===== src/hw/eep_pkg.sv =====
// ==========================================================================
// Constants, timing figures and command tables for the EEPROM host
// controller.
// Assumes a 25 MHz system clock and one byte-wide parallel EEPROM.
// ==========================================================================
// Overview of operation
// - Next load within 30 us of last
// - Hold protect-reset high during every access
// - Protect-reset high 10 ms after load (host allows park as soon as polling shows the write has ended)
// - Protected writes need three-load prefix
`default_nettype none

package eep_pkg;

	// ======================================================================
	// Clock and cycle timing
	// ======================================================================
	localparam int CLK_NS = 40;
	localparam int WP_NS = 200;
	localparam int WP_CYC = (WP_NS + CLK_NS - 1) / CLK_NS;
	localparam int AH_NS = 50;
	localparam int AH_CYC = (AH_NS + CLK_NS - 1) / CLK_NS;
	localparam int BLC_MIN_NS = 300;
	localparam int BLC_MIN_CYC = (BLC_MIN_NS + CLK_NS - 1) / CLK_NS;
	localparam int REC_CYC = BLC_MIN_CYC - WP_CYC - AH_CYC;
	localparam int ACC_NS = 100;
	localparam int SYNC_CYC = 2;
	localparam int RD_CYC = (ACC_NS + CLK_NS - 1) / CLK_NS + SYNC_CYC;
	localparam int BLC_MAX_US = 30;
	localparam int BLC_MAX_CYC = BLC_MAX_US * 1000 / CLK_NS;
	localparam int GAP_MARGIN_CYC = 32;
	localparam int GAP_LIMIT_CYC = BLC_MAX_CYC - GAP_MARGIN_CYC;
	localparam int TBL_US = 100;
	localparam int TBL_CYC = (TBL_US * 1000 + CLK_NS - 1) / CLK_NS;
	localparam int WC_MS = 10;
	localparam int WC_CYC = WC_MS * 1000000 / CLK_NS;
	localparam int RES_HIGH_US = 1;
	localparam int RES_HIGH_CYC = (RES_HIGH_US * 1000 + CLK_NS - 1) / CLK_NS;
	localparam int TMR_W = 18;
	localparam int SQ_CNT_W = 4;

	// ======================================================================
	// Page, status bits, operations, reset values
	// ======================================================================
	localparam int PAGE_BYTES = 32;
	localparam int TOGGLE_STATUS_BIT = 6;
	localparam int POLL_STATUS_BIT = 7;
	localparam logic [1:0] OP_READ = 2'h0;
	localparam logic [1:0] OP_WRITE = 2'h1;
	localparam logic [1:0] OP_PROT_ON = 2'h2;
	localparam logic [1:0] OP_PROT_OFF = 2'h3;
	localparam logic [2:0] ON_LAST_IDX = 3'h2;
	localparam logic [2:0] OFF_LAST_IDX = 3'h5;
	localparam logic PROT_RESET = 1'b0;

	// ======================================================================
	// Command tables
	// ======================================================================
	localparam logic [15:0] CMD_ADDR_A = 16'h1555;
	localparam logic [15:0] CMD_ADDR_B = 16'h0AAA;
	localparam logic [15:0] CMD_ADDR_C = 16'h5555;
	localparam logic [7:0] CMD_KEY_1 = 8'hAA;
	localparam logic [7:0] CMD_KEY_2 = 8'h55;
	localparam logic [7:0] CMD_ENABLE = 8'hA0;
	localparam logic [7:0] CMD_PRE_OFF = 8'h80;
	localparam logic [7:0] CMD_OFF = 8'h20;

	// Address of load idx of the enable (off=0) or cancel (off=1) sequence
	function automatic logic [15:0] cmd_addr(input logic off,
		input logic [2:0] idx);
		logic [15:0] a;
		a = CMD_ADDR_A;
		unique case (idx)
			3'h1, 3'h4: a = CMD_ADDR_B;
			3'h2: a = off ? CMD_ADDR_A : CMD_ADDR_C;
			default: a = CMD_ADDR_A;
		endcase
		return a;
	endfunction

	// Data of load idx of the enable or cancel sequence
	function automatic logic [7:0] cmd_data(input logic off,
		input logic [2:0] idx);
		logic [7:0] d;
		d = CMD_KEY_1;
		unique case (idx)
			3'h1, 3'h4: d = CMD_KEY_2;
			3'h2: d = off ? CMD_PRE_OFF : CMD_ENABLE;
			3'h5: d = CMD_OFF;
			default: d = CMD_KEY_1;
		endcase
		return d;
	endfunction

endpackage

`default_nettype wire

===== src/hw/eep_bus_cycle.sv =====
// One strobed access on the EEPROM pins: a byte load or a byte read.
// Assumes the caller pulses start only while no access is running.
`default_nettype none

module eep_bus_cycle
	import eep_pkg::*;
(
	input wire logic clk,
	input wire logic reset,
	input wire logic start,
	input wire logic rd_not_wr,
	input wire logic [12:0] addr_in,
	input wire logic [7:0] data_in,
	output logic done,
	output logic [7:0] rd_data,
	output logic [12:0] mem_addr,
	output logic [7:0] mem_dout,
	output logic mem_dout_oe,
	input wire logic [7:0] mem_din,
	output logic mem_ce_n,
	output logic mem_oe_n,
	output logic mem_we_n
);

	// ======================================================================
	// State
	// ======================================================================
	typedef enum logic [2:0] {SQ_IDLE, SQ_WSTB, SQ_WHOLD, SQ_REC, SQ_RD}
		eep_sq_t;
	eep_sq_t st_q, st_d;
	logic [SQ_CNT_W-1:0] cnt_q, cnt_d;
	logic [12:0] addr_q, addr_d;
	logic [7:0] dout_q, dout_d, rdata_q, rdata_d;
	logic doe_q, doe_d, ce_q, ce_d, oe_q, oe_d, we_q, we_d, done_q, done_d;
	logic [7:0] din_s1_q, din_s2_q;

	// Next values; strobes only change here so every edge is glitch free
	always_comb begin
		st_d = st_q;
		cnt_d = cnt_q + 1'b1;
		addr_d = addr_q;
		dout_d = dout_q;
		rdata_d = rdata_q;
		doe_d = doe_q;
		ce_d = ce_q;
		oe_d = oe_q;
		we_d = we_q;
		done_d = 1'b0;
		unique case (st_q)
			SQ_IDLE: begin
				cnt_d = '0;
				if (start) begin
					addr_d = addr_in;
					dout_d = data_in;
					ce_d = 1'b0;
					if (rd_not_wr) begin
						oe_d = 1'b0;
						st_d = SQ_RD;
					end else begin
						// Output drive stays high through every load
						oe_d = 1'b1;
						// CE and WE fall together: address taken there
						we_d = 1'b0;
						doe_d = 1'b1;
						st_d = SQ_WSTB;
					end
				end
			end
			SQ_WSTB: begin
				// Strobe held far beyond the device noise filter
				if (cnt_q == SQ_CNT_W'(WP_CYC - 1)) begin
					// Data stable well before this common rise
					we_d = 1'b1;
					ce_d = 1'b1;
					cnt_d = '0;
					st_d = SQ_WHOLD;
				end
			end
			SQ_WHOLD: begin
				if (cnt_q == SQ_CNT_W'(AH_CYC - 1)) begin
					doe_d = 1'b0;
					cnt_d = '0;
					st_d = SQ_REC;
				end
			end
			SQ_RD: begin
				if (cnt_q == SQ_CNT_W'(RD_CYC - 1)) begin
					rdata_d = din_s2_q;
					ce_d = 1'b1;
					oe_d = 1'b1;
					cnt_d = '0;
					st_d = SQ_REC;
				end
			end
			SQ_REC: begin
				// Recovery keeps the minimum load cycle and the bus float time
				if (cnt_q == SQ_CNT_W'(REC_CYC - 1)) begin
					done_d = 1'b1;
					st_d = SQ_IDLE;
				end
			end
		endcase
	end

	// Registers; the read data bus passes two flops before use
	always_ff @(posedge clk) begin
		if (reset) begin
			st_q <= SQ_IDLE;
			cnt_q <= '0;
			addr_q <= '0;
			dout_q <= '0;
			rdata_q <= '0;
			doe_q <= 1'b0;
			ce_q <= 1'b1;
			oe_q <= 1'b1;
			we_q <= 1'b1;
			done_q <= 1'b0;
			din_s1_q <= '0;
			din_s2_q <= '0;
		end else begin
			st_q <= st_d;
			cnt_q <= cnt_d;
			addr_q <= addr_d;
			dout_q <= dout_d;
			rdata_q <= rdata_d;
			doe_q <= doe_d;
			ce_q <= ce_d;
			oe_q <= oe_d;
			we_q <= we_d;
			done_q <= done_d;
			din_s1_q <= mem_din;
			din_s2_q <= din_s1_q;
		end
	end

	assign done = done_q;
	assign rd_data = rdata_q;
	assign mem_addr = addr_q;
	assign mem_dout = dout_q;
	assign mem_dout_oe = doe_q;
	assign mem_ce_n = ce_q;
	assign mem_oe_n = oe_q;
	assign mem_we_n = we_q;

endmodule

`default_nettype wire


===== src/hw/eep_host.sv =====
// Host controller for a byte-wide parallel EEPROM: reads, page writes,
// software protection sequences and completion polling.
// Assumes a user port on clk and the EEPROM pins wired directly; the busy
// pin is open drain with an external pull-up.
`default_nettype none

module eep_host
	import eep_pkg::*;
#(
	parameter int WC_LIMIT_CYC = WC_CYC
)
(
	input wire logic clk,
	input wire logic reset,
	input wire logic req_valid,
	input wire logic [1:0] req_op,
	input wire logic [12:0] req_addr,
	input wire logic [7:0] req_data,
	input wire logic req_last,
	output logic req_ready,
	output logic rsp_valid,
	output logic [7:0] rsp_data,
	output logic write_done,
	output logic write_timeout,
	output logic protected_mode,
	output logic dev_busy,
	input wire logic park,
	output logic [12:0] mem_addr,
	output logic [7:0] mem_dout,
	output logic mem_dout_oe,
	input wire logic [7:0] mem_din,
	output logic mem_ce_n,
	output logic mem_oe_n,
	output logic mem_we_n,
	output logic protect_reset_n,
	input wire logic mem_busy_n
);

	// ======================================================================
	// State
	// ======================================================================
	typedef enum logic [3:0] {ST_IDLE, ST_CMD, ST_DATA, ST_GAP, ST_WINDOW,
		ST_POLL_A, ST_POLL_B, ST_READ, ST_PARK, ST_WAKE} eep_st_t;
	eep_st_t st_q, st_d;
	logic [2:0] idx_q, idx_d;
	logic [5:0] cnt_q, cnt_d;
	logic [1:0] op_q, op_d;
	logic [12:0] addr_q, addr_d;
	logic [7:0] data_q, data_d, rsp_data_q, rsp_data_d;
	logic last_q, last_d, sent_q, sent_d, prot_q, prot_d, tog_q, tog_d;
	logic ready_q, ready_d, rsp_valid_q, rsp_valid_d;
	logic done_q, done_d, err_q, err_d, resn_q, resn_d;
	logic [TMR_W-1:0] tmr_q, tmr_d;
	logic tmr_clr;
	logic busy_s1_q, busy_s2_q, dev_busy_q;
	logic seq_start, seq_rd, seq_done;
	logic [12:0] seq_addr;
	logic [7:0] seq_data, seq_rdata;
	logic [15:0] cmd_a;
	logic taken;

	assign taken = req_valid && ready_q;
	assign cmd_a = cmd_addr(op_q == OP_PROT_OFF, idx_q);

	// ======================================================================
	// Pin sequencer
	// ======================================================================
	eep_bus_cycle u_cycle (
		.clk(clk),
		.reset(reset),
		.start(seq_start),
		.rd_not_wr(seq_rd),
		.addr_in(seq_addr),
		.data_in(seq_data),
		.done(seq_done),
		.rd_data(seq_rdata),
		.mem_addr(mem_addr),
		.mem_dout(mem_dout),
		.mem_dout_oe(mem_dout_oe),
		.mem_din(mem_din),
		.mem_ce_n(mem_ce_n),
		.mem_oe_n(mem_oe_n),
		.mem_we_n(mem_we_n)
	);

	// ======================================================================
	// Transfer control
	// ======================================================================
	// Next values of the control machine
	always_comb begin
		st_d = st_q;
		idx_d = idx_q;
		cnt_d = cnt_q;
		op_d = op_q;
		addr_d = addr_q;
		data_d = data_q;
		last_d = last_q;
		sent_d = sent_q;
		prot_d = prot_q;
		tog_d = tog_q;
		ready_d = ready_q;
		rsp_valid_d = 1'b0;
		rsp_data_d = rsp_data_q;
		done_d = 1'b0;
		err_d = 1'b0;
		resn_d = 1'b1;
		tmr_clr = 1'b0;
		seq_start = 1'b0;
		seq_rd = 1'b0;
		seq_addr = addr_q;
		seq_data = data_q;
		unique case (st_q)
			ST_IDLE: begin
				if (taken) begin
					op_d = req_op;
					addr_d = req_addr;
					data_d = req_data;
					last_d = req_last;
					ready_d = 1'b0;
					cnt_d = '0;
					idx_d = '0;
					if (req_op == OP_READ) begin
						st_d = ST_READ;
					end else if (req_op == OP_WRITE && !prot_q) begin
						st_d = ST_DATA;
					end else begin
						// Protected writes get the enable prefix first
						st_d = ST_CMD;
					end
				end else if (park) begin
					ready_d = 1'b0;
					st_d = ST_PARK;
				end else begin
					ready_d = 1'b1;
				end
			end
			ST_CMD: begin
				seq_addr = cmd_a[12:0];
				seq_data = cmd_data(op_q == OP_PROT_OFF, idx_q);
				seq_start = !sent_q;
				tmr_clr = !sent_q;
				sent_d = 1'b1;
				if (seq_done) begin
					sent_d = 1'b0;
					idx_d = idx_q + 3'h1;
					if (idx_q == ON_LAST_IDX && op_q != OP_PROT_OFF) begin
						idx_d = '0;
						st_d = (op_q == OP_WRITE) ? ST_DATA : ST_WINDOW;
					end else if (idx_q == OFF_LAST_IDX) begin
						// Nothing follows the cancel loads in its page
						idx_d = '0;
						st_d = ST_WINDOW;
					end
				end
			end
			ST_DATA: begin
				seq_start = !sent_q;
				tmr_clr = !sent_q;
				sent_d = 1'b1;
				if (seq_done) begin
					sent_d = 1'b0;
					cnt_d = cnt_q + 6'h1;
					// Page closes on the user's last byte or a full page
					if (last_q || cnt_q == 6'(PAGE_BYTES - 1)) begin
						st_d = ST_WINDOW;
					end else begin
						ready_d = 1'b1;
						st_d = ST_GAP;
					end
				end
			end
			ST_GAP: begin
				if (taken) begin
					addr_d = req_addr;
					data_d = req_data;
					last_d = req_last;
					ready_d = 1'b0;
					st_d = ST_DATA;
				end else if (tmr_q >= TMR_W'(GAP_LIMIT_CYC)) begin
					// A late byte would land in a new write cycle; close now
					ready_d = 1'b0;
					st_d = ST_WINDOW;
				end
			end
			ST_WINDOW: begin
				// Strobes idle long enough for the device to self-start
				if (tmr_q >= TMR_W'(TBL_CYC + BLC_MIN_CYC)) begin
					tmr_clr = 1'b1;
					st_d = ST_POLL_A;
				end
			end
			ST_POLL_A: begin
				// Only status reads until the cycle ends; no new loads
				seq_rd = 1'b1;
				seq_start = !sent_q;
				sent_d = 1'b1;
				if (seq_done) begin
					sent_d = 1'b0;
					tog_d = seq_rdata[TOGGLE_STATUS_BIT];
					st_d = ST_POLL_B;
				end
			end
			ST_POLL_B: begin
				seq_rd = 1'b1;
				seq_start = !sent_q;
				sent_d = 1'b1;
				if (seq_done) begin
					sent_d = 1'b0;
					tog_d = seq_rdata[TOGGLE_STATUS_BIT];
					// Two equal reads in a row: programming is over
					if (seq_rdata[TOGGLE_STATUS_BIT] == tog_q) begin
						done_d = 1'b1;
						if (op_q == OP_PROT_ON) begin
							prot_d = 1'b1;
						end else if (op_q == OP_PROT_OFF) begin
							prot_d = 1'b0;
						end
						st_d = ST_IDLE;
					end else if (tmr_q >= TMR_W'(WC_LIMIT_CYC)) begin
						// Still toggling past the worst case: give up
						err_d = 1'b1;
						st_d = ST_IDLE;
					end
				end
			end
			ST_READ: begin
				seq_rd = 1'b1;
				seq_start = !sent_q;
				sent_d = 1'b1;
				if (seq_done) begin
					sent_d = 1'b0;
					rsp_valid_d = 1'b1;
					rsp_data_d = seq_rdata;
					st_d = ST_IDLE;
				end
			end
			ST_PARK: begin
				// Entered only from idle, so during programming only after a write timeout
				resn_d = 1'b0;
				if (!park) begin
					resn_d = 1'b1;
					tmr_clr = 1'b1;
					st_d = ST_WAKE;
				end
			end
			ST_WAKE: begin
				// Device needs protect-reset high a while before access
				if (tmr_q >= TMR_W'(RES_HIGH_CYC)) begin
					st_d = ST_IDLE;
				end
			end
		endcase
	end

	// Saturating timer, cleared at each load start, at poll start and on leaving park
	always_comb begin
		if (tmr_clr) begin
			tmr_d = '0;
		end else if (tmr_q != '1) begin
			tmr_d = tmr_q + 1'b1;
		end else begin
			tmr_d = tmr_q;
		end
	end

	// Registers of the control machine
	always_ff @(posedge clk) begin
		if (reset) begin
			st_q <= ST_IDLE;
			idx_q <= '0;
			cnt_q <= '0;
			op_q <= OP_READ;
			addr_q <= '0;
			data_q <= '0;
			last_q <= 1'b0;
			sent_q <= 1'b0;
			prot_q <= PROT_RESET;
			tog_q <= 1'b0;
			ready_q <= 1'b0;
			rsp_valid_q <= 1'b0;
			rsp_data_q <= '0;
			done_q <= 1'b0;
			err_q <= 1'b0;
			resn_q <= 1'b1;
			tmr_q <= '0;
		end else begin
			st_q <= st_d;
			idx_q <= idx_d;
			cnt_q <= cnt_d;
			op_q <= op_d;
			addr_q <= addr_d;
			data_q <= data_d;
			last_q <= last_d;
			sent_q <= sent_d;
			prot_q <= prot_d;
			tog_q <= tog_d;
			ready_q <= ready_d;
			rsp_valid_q <= rsp_valid_d;
			rsp_data_q <= rsp_data_d;
			done_q <= done_d;
			err_q <= err_d;
			resn_q <= resn_d;
			tmr_q <= tmr_d;
		end
	end

	// ======================================================================
	// Busy pin watch
	// ======================================================================
	// Open-drain busy is asynchronous, so it is synchronised first
	always_ff @(posedge clk) begin
		if (reset) begin
			busy_s1_q <= 1'b1;
			busy_s2_q <= 1'b1;
			dev_busy_q <= 1'b0;
		end else begin
			busy_s1_q <= mem_busy_n;
			busy_s2_q <= busy_s1_q;
			dev_busy_q <= !busy_s2_q;
		end
	end

	assign req_ready = ready_q;
	assign rsp_valid = rsp_valid_q;
	assign rsp_data = rsp_data_q;
	assign write_done = done_q;
	assign write_timeout = err_q;
	assign protected_mode = prot_q;
	assign dev_busy = dev_busy_q;
	assign protect_reset_n = resn_q;

endmodule

`default_nettype wire


===== config.mk =====
export PLATFORM = sky130hd
export DESIGN_NAME = eep_host
export DESIGN_NICKNAME = d
export VERILOG_FILES = /design/src/hw/eep_pkg.sv /design/src/hw/eep_bus_cycle.sv /design/src/hw/eep_host.sv
export SDC_FILE = /design/constraint.sdc
export NUM_CORES = 1
export LEC_CHECK = 0
export BUFFER_PORTS_ARGS = -buffer_cell sky130_fd_sc_hd__buf_2
export CORE_ASPECT_RATIO = 0.75
export CORE_MARGIN = 2
export CORE_UTILIZATION = 49
export CTS_BUF_LIST = sky130_fd_sc_hd__clkbuf_2
export DETAILED_ROUTE_END_ITERATION = 7
export HOLD_SLACK_MARGIN = 0.02
export PLACE_DENSITY = 0.81
export SYNTH_ARGS = -nofsm -noshare
export SYNTH_HDL_FRONTEND = slang
export SYNTH_SLANG_ARGS = --single-unit

===== constraint.sdc =====
create_clock -name clk -period 2.1 [get_ports clk]
set_clock_uncertainty 0.15 [all_clocks]
set_input_delay 0.21 -clock clk [delete_from_list [all_inputs] [get_ports clk]]
set_output_delay 0.21 -clock clk [all_outputs]
set_load 0.03 [all_outputs]

* After elaboration in Yosys (flattened, before gate mapping)
Cells that the tools add are included.
** Word-level totals
- Input port bits :: 37
- Flip-flop bits (word level) :: 131
- Output and inout bits :: 40
- Word-level logic and storage cells :: 216
** Operators by class
- Magnitude comparators :: 4
- Add/sub/neg operators :: 4
- Equal/unequal tests :: 48
- Muxes and demuxes :: 75
- Bitwise operators :: 5
- Reductions and logical operators :: 48
** Operator list (count)
- two-way mux 4 bit :: 18
- case mux 4 bit (10 select lines) :: 1
- two-way mux 3 bit :: 13
- case mux 13 bit (2 select lines) :: 1
- two-way mux 1 bit :: 25
- case mux 8 bit (3 select lines) :: 1
- == test 4 x 3 -> 1 bit (second input constant) :: 5
- inequality test 2 x 1 -> 1 bit (second input constant) :: 10
- adder 18 x 1 -> 18 bit (second input constant) :: 1
- >= comparator 18 x 10 -> 1 bit (second input constant) :: 1
- >= comparator 18 x 12 -> 1 bit (second input constant) :: 1
- >= comparator 18 bit (second input constant) :: 1
- >= comparator 18 x 5 -> 1 bit (second input constant) :: 1
- two-way mux 6 bit :: 3
- inequality test 18 bit (second input constant) :: 1
- OR reduction 2 bit :: 9
- inequality test 2 bit (second input constant) :: 8
- AND reduction 4 bit :: 4
- case mux 3 bit (5 select lines) :: 1
- nonzero test 2 bit :: 7
- two-way mux 13 bit :: 1
- inequality test 3 bit (second input constant) :: 4
- case mux 4 bit (3 select lines) :: 1
- case mux 6 bit (2 select lines) :: 1
- 33 further kinds :: 65

* Logic depth before layout (Yosys ltp)
- Depth after elaboration :: 6
- Depth in mapped cells :: 9
- Mapped depth without buffers :: 8

* Modules after synthesis
Synthesis repeated with hierarchy kept, for this count alone.
** Second synthesis, totals
- Cell total of the unflattened synthesis :: 722
- Area total of the unflattened synthesis :: 6139.6 µm²
** Modules (own cells, without submodules)
- eep_host :: cells an instance 492, area each 4051.4 µm², times used 1, sequential area each 1481.4 µm²
- eep_bus_cycle :: cells an instance 230, area each 2088.3 µm², times used 1, sequential area each 1141.1 µm²

* Worst setup path after synthesis
Ideal clock, no wire load.
- Path kind :: register -> register
- Start point :: register tmr_q[1]
- End point :: register st_q[3]
- Slack :: -147 ps
- Clock period less this slack :: 2247 ps
- Library setup time :: 132 ps
- Arrival time :: 1965 ps
- Data required time :: 1818 ps
- Cell stages (with the launch flop) :: 9
- Buffers on the path :: 0
- Cells stage by stage :: dfxtp_1 > inv_1 > ha_1 > or3b_2 > a2111o_1 > o21ai_0 > a221oi_2 > a41oi_1 > nor3_1
** On the way
- Cells in the longest elaborated chain, start to end :: 3
- Elaborated cells between the ends (all ways) :: 9
- Classes of those cells :: order compare: 4; eq/ne: 4; reduce/logical: 1
** Ends and longest elaborated chain
- start, declared :: line eep_host.sv:53 : logic [TMR_W-1:0] tmr_q, tmr_d;
- start signal, assigned :: line eep_host.sv:303 : tmr_q <= tmr_d;
- >= comparator 18 bit, or another cell as far along :: line eep_host.sv:219 : end else if (tmr_q >= TMR_W'(WC_LIMIT_CYC)) begin
- inequality test 3 bit (no source line) or inequality test 2 bit (tied branches)
- AND reduction 12 bit (no source line) *
- end signal, assigned :: line eep_host.sv:287 : st_q <= st_d;
- end, declared :: line eep_host.sv:44 : eep_st_t st_q, st_d;
Mark *: on every way between the ends. The rest lies on a longest branch, timed or not.
A chain may end at the register's enable or synchronous reset.

* Final worst setup path
- Start point :: register tmr_q[12]
- End point :: register tmr_q[14]
** On the way
- Cells in the longest elaborated chain, start to end :: 4
- Elaborated cells between the ends (all ways) :: 6
- Classes of those cells :: add/sub: 1; order compare: 1; eq/ne: 1; mux: 2; reduce/logical: 1
** Ends and longest elaborated chain
- >= comparator 18 x 12 -> 1 bit :: line eep_host.sv:187 : if (tmr_q >= TMR_W'(TBL_CYC + BLC_MIN_CYC)) begin
- two-way mux 1 bit :: line eep_host.sv:187
- case mux 1 bit (3 select lines) :: line eep_host.sv:112 : unique case (st_q)
- OR reduction 2 bit (no source line)
Parallel ways exist; a longest one is shown, timed or not.

==> flow_metrics.env <==
export IMPL_floorplan_die_area_um2=12620
export IMPL_clock_path_buffers=2
export IMPL_yosys_warnings=0
export IMPL_required_ps=2580
export IMPL_antenna_found_initial=0
export IMPL_min_to="data_q[1]"
export IMPL_fmax_ghz=0.4651
export IMPL_layout_setup_ws_ps=-50.27
export IMPL_crit_fanout=5
export IMPL_dp_worst_setup_slack_ps=-51.13
export IMPL_coreArea_um2=11530
export IMPL_cpLargestDelayFamily="simple AND/OR/NAND/NOR gates"
export IMPL_cp_cell_sequence="or4_4, nor3_4, o211ai_1, a2111o_1, buf_6, nor3_2"
export IMPL_final_layout_size_suffix_gt1_frac=0.2200
export IMPL_grt_pass1_wl_um=23130
export IMPL_final_cells=1012
export IMPL_hold_violations=0
export IMPL_rr_endpoint="tmr_q[14]"
export IMPL_fin_nets=883
export IMPL_clock_root_buffer="clkbuf_2"
export IMPL_fin_util=0.6359
export IMPL_first_iter_violations=405
export IMPL_wl_um=13990
export IMPL_ir_drop_v=0.0006719
export IMPL_netlist_area_um2=5748
export IMPL_avgRoutedWirePerCell_um=13.82
export IMPL_numCtsBuffers=17
export IMPL_hp_start="req_data[1]"
export IMPL_tritoncts="done"
export IMPL_hp_class="in2reg"
export IMPL_syn_avg_cell_area_um2=8.223
export IMPL_setup_violations=14
export IMPL_final_cell_mix="dfxtp_1 (127), nand2_1 (101), buf_2 (75)"
export IMPL_synth_main_ff_cell="dfxtp_1"
export IMPL_cp_num_buf_inv=1
export IMPL_run_status="finished with violations"
export IMPL_synth_nets=745
export IMPL_io_pin_count=77
export IMPL_synth_seq_cells=131
export IMPL_num_fill_cells=1004
export IMPL_htree_levels=4
export IMPL_start_kind="register"
export IMPL_failed_checks="setup timing"
export IMPL_whs_path_depth=4
export IMPL_synth_edf_count=0
export IMPL_die_width_um=129.1
export IMPL_die_h_um=97.80
export IMPL_first_pass_iters=5
export IMPL_grt_max_degree=48
export IMPL_finalCritPeriodShare=1.024
export IMPL_crit_type="reg2reg"
export IMPL_final_min_clock_period_ps=2150
export IMPL_regToRegSetupSlack_ps=-50
export IMPL_ant_nets=0
export IMPL_crit_arrival_ps=2630
export IMPL_cpPeakStageDelay_ps=540
export IMPL_dp_cells=932
export IMPL_grt_pass1_vias=4860
export IMPL_power_density_nw_per_um2=1002
export IMPL_slew_viol_final=0
export IMPL_rsz0062_at_grt="yes"
export IMPL_cts_reportedPaths_clkPinSlew_ps=220
export IMPL_routabilityCongestion=0.9258
export IMPL_num_rows=34
export IMPL_synth_area_leaders="dfxtp_1 (46%), nand2_1 (6.6%), a21oi_1 (5.6%)"
export IMPL_grt_usage=0.2276
export IMPL_ys_seq_area_frac=0.4562
export IMPL_post_route_drc_count=0
export IMPL_synth_cells=699
export IMPL_diodes=0
export IMPL_yosysUniqueCellTypes=54
export IMPL_tightest_slew_ps=567.2
export IMPL_worst_r2r_path_depth=6
export IMPL_async_flop_share=0
export IMPL_slew_headroom=0.6184
export IMPL_cpMaxStageDelayCell="or4_4"
export IMPL_vias_per_cell=5.307
export IMPL_io_buffers=76
export IMPL_vias=5371
export IMPL_grt_ovfl_total=0
export IMPL_place_hpwl_um=9104
export IMPL_synth_area_leader_cell="dfxtp_1"
export IMPL_crit_path_start="tmr_q[12]"
export IMPL_final_common_cell="dfxtp_1"
export IMPL_p_leak_uw=0.002994
export IMPL_r2r_start="tmr_q[12]"
export IMPL_end_kind="register"
export IMPL_maxCapViolCount=0
export IMPL_start_util=0.4986
export IMPL_syn2layout_area_growth_pct=27.54
export IMPL_yosysTopAreaCellShare=0.4562
export IMPL_insertion_delay_ps=700
export IMPL_clock_sinks=131
## area by class of cell
cell class / instances / area (um2) / area share
multi-input cells: 503 / 2950 / 0.4025
flip-flops and latches: 131 / 2628 / 0.3584
repair buffers: 169 / 1250 / 0.1705
well taps: 162 / 202.7 / 0.02765
clock inverters: 14 / 153.9 / 0.02099
clock buffers: 18 / 90.09 / 0.01229
inverters: 15 / 56.30 / 0.007680
## worst reg2reg max path, delay by kind of cell, from the launching register on
kind                   cells  cell delay (ps)
AOI/OAI and AO/OA          2              580
buffers and inverters      1              160
DFF                        1              350
and+or+nand+nor            3              840
## how the worst max path moves through the flow
stage | slack, ps | end | depth (start not counted)
after floorplan | 3 | st_q[1] | 8
after global placement | 4 | st_q[2] | 8
after detailed placement | -50 | st_q[2] | 8
after CTS | -40 | tmr_q[14] | 6
after global routing | -160 | tmr_q[14] | 6
final | -50 | tmr_q[14] | 6
## report_power, final
part           internal (uW)  total [uW]  leakage (uW)  switching, uW
combinational           1130        2780       0.00178           1640
sequential              2790        3000       0.00107            209
clock                    568        1570      0.000147            999
## Yosys cell counts, types with 5 or more instances
cell / count
a211oi_1: 18
a21oi_1: 64
a31oi_1: 5
and2_1: 5
and3_1: 11
buf_2: 6
clkbuf_1: 39
dfxtp_1: 131
ha_1: 9
inv_1: 14
mux2i_1: 15
nand2_1: 101
nand2b_1: 8
nand3_1: 14
nand4_1: 15
nor2_1: 76
nor2b_1: 18
nor3_1: 30
o211ai_1: 13
o21ai_0: 20
or2_2: 5
xnor2_1: 6
xor2_1: 18
## metal layers
layer,vias up,global-route usage,wire [um]
met5,-,0,0
met4,0,0.06271,162
met3,18,0.05205,673
met2,106,0.3667,6554
met1,2539,0.3088,6599
li1,2708,-,-
## stage by stage
step                power, uW  TNS, ps  hold slack (ps)  area [um2]
detailed placement       5623   -160.1            222.0        6520
CTS                      7270   -69.83            82.85        7271
finish                   7344   -193.6            110.9        7331
floorplan                4763        0            156.9        5749
global placement         5581        0            216.5        6520
global route             7780    -3003            77.37        7331
## what timing repair did
action / 4_1_cts / 5_1_grt
hold buffers: 46 / 0
pin swaps: 9 / 1
setup buffers: 1 / 1
endpoints found under the hold margin: 67 / 0
setup endpoints to repair: 13 / 46
resized for setup: 10 / 12
gates cloned: 0 / 0
## sequential cells by signal (all words and copies together), names as in the netlist, 2 cells and up
signal and count:
addr_q 13, cnt_q 6, data_q 8, idx_q 3, op_q 2, rsp_data 8, st_q 4, tmr_q 18
u_cycle.cnt_q 4, u_cycle.din_s1_q 8, u_cycle.din_s2_q 8, u_cycle.mem_addr 13, u_cycle.mem_dout 8, u_cycle.rd_data 8, u_cycle.st_q 3
## logic make-up (layout without fill, tap and decap cells)
| logic type | count (synthesis) | in the layout | synth area share |
|---|---|---|---|
| buffers and inverters | 65 | 216 | 0.04506 |
| adders and majority gates | 10 | 10 | 0.02133 |
| AOI/OAI and AO/OA | 140 | 140 | 0.1506 |
| muxes | 15 | 15 | 0.02612 |
| xor gates and xnor gates | 24 | 24 | 0.03657 |
| and+or+nand+nor | 314 | 314 | 0.2640 |
| DFF | 131 | 131 | 0.4562 |
Power figures use the tool's default switching activity.
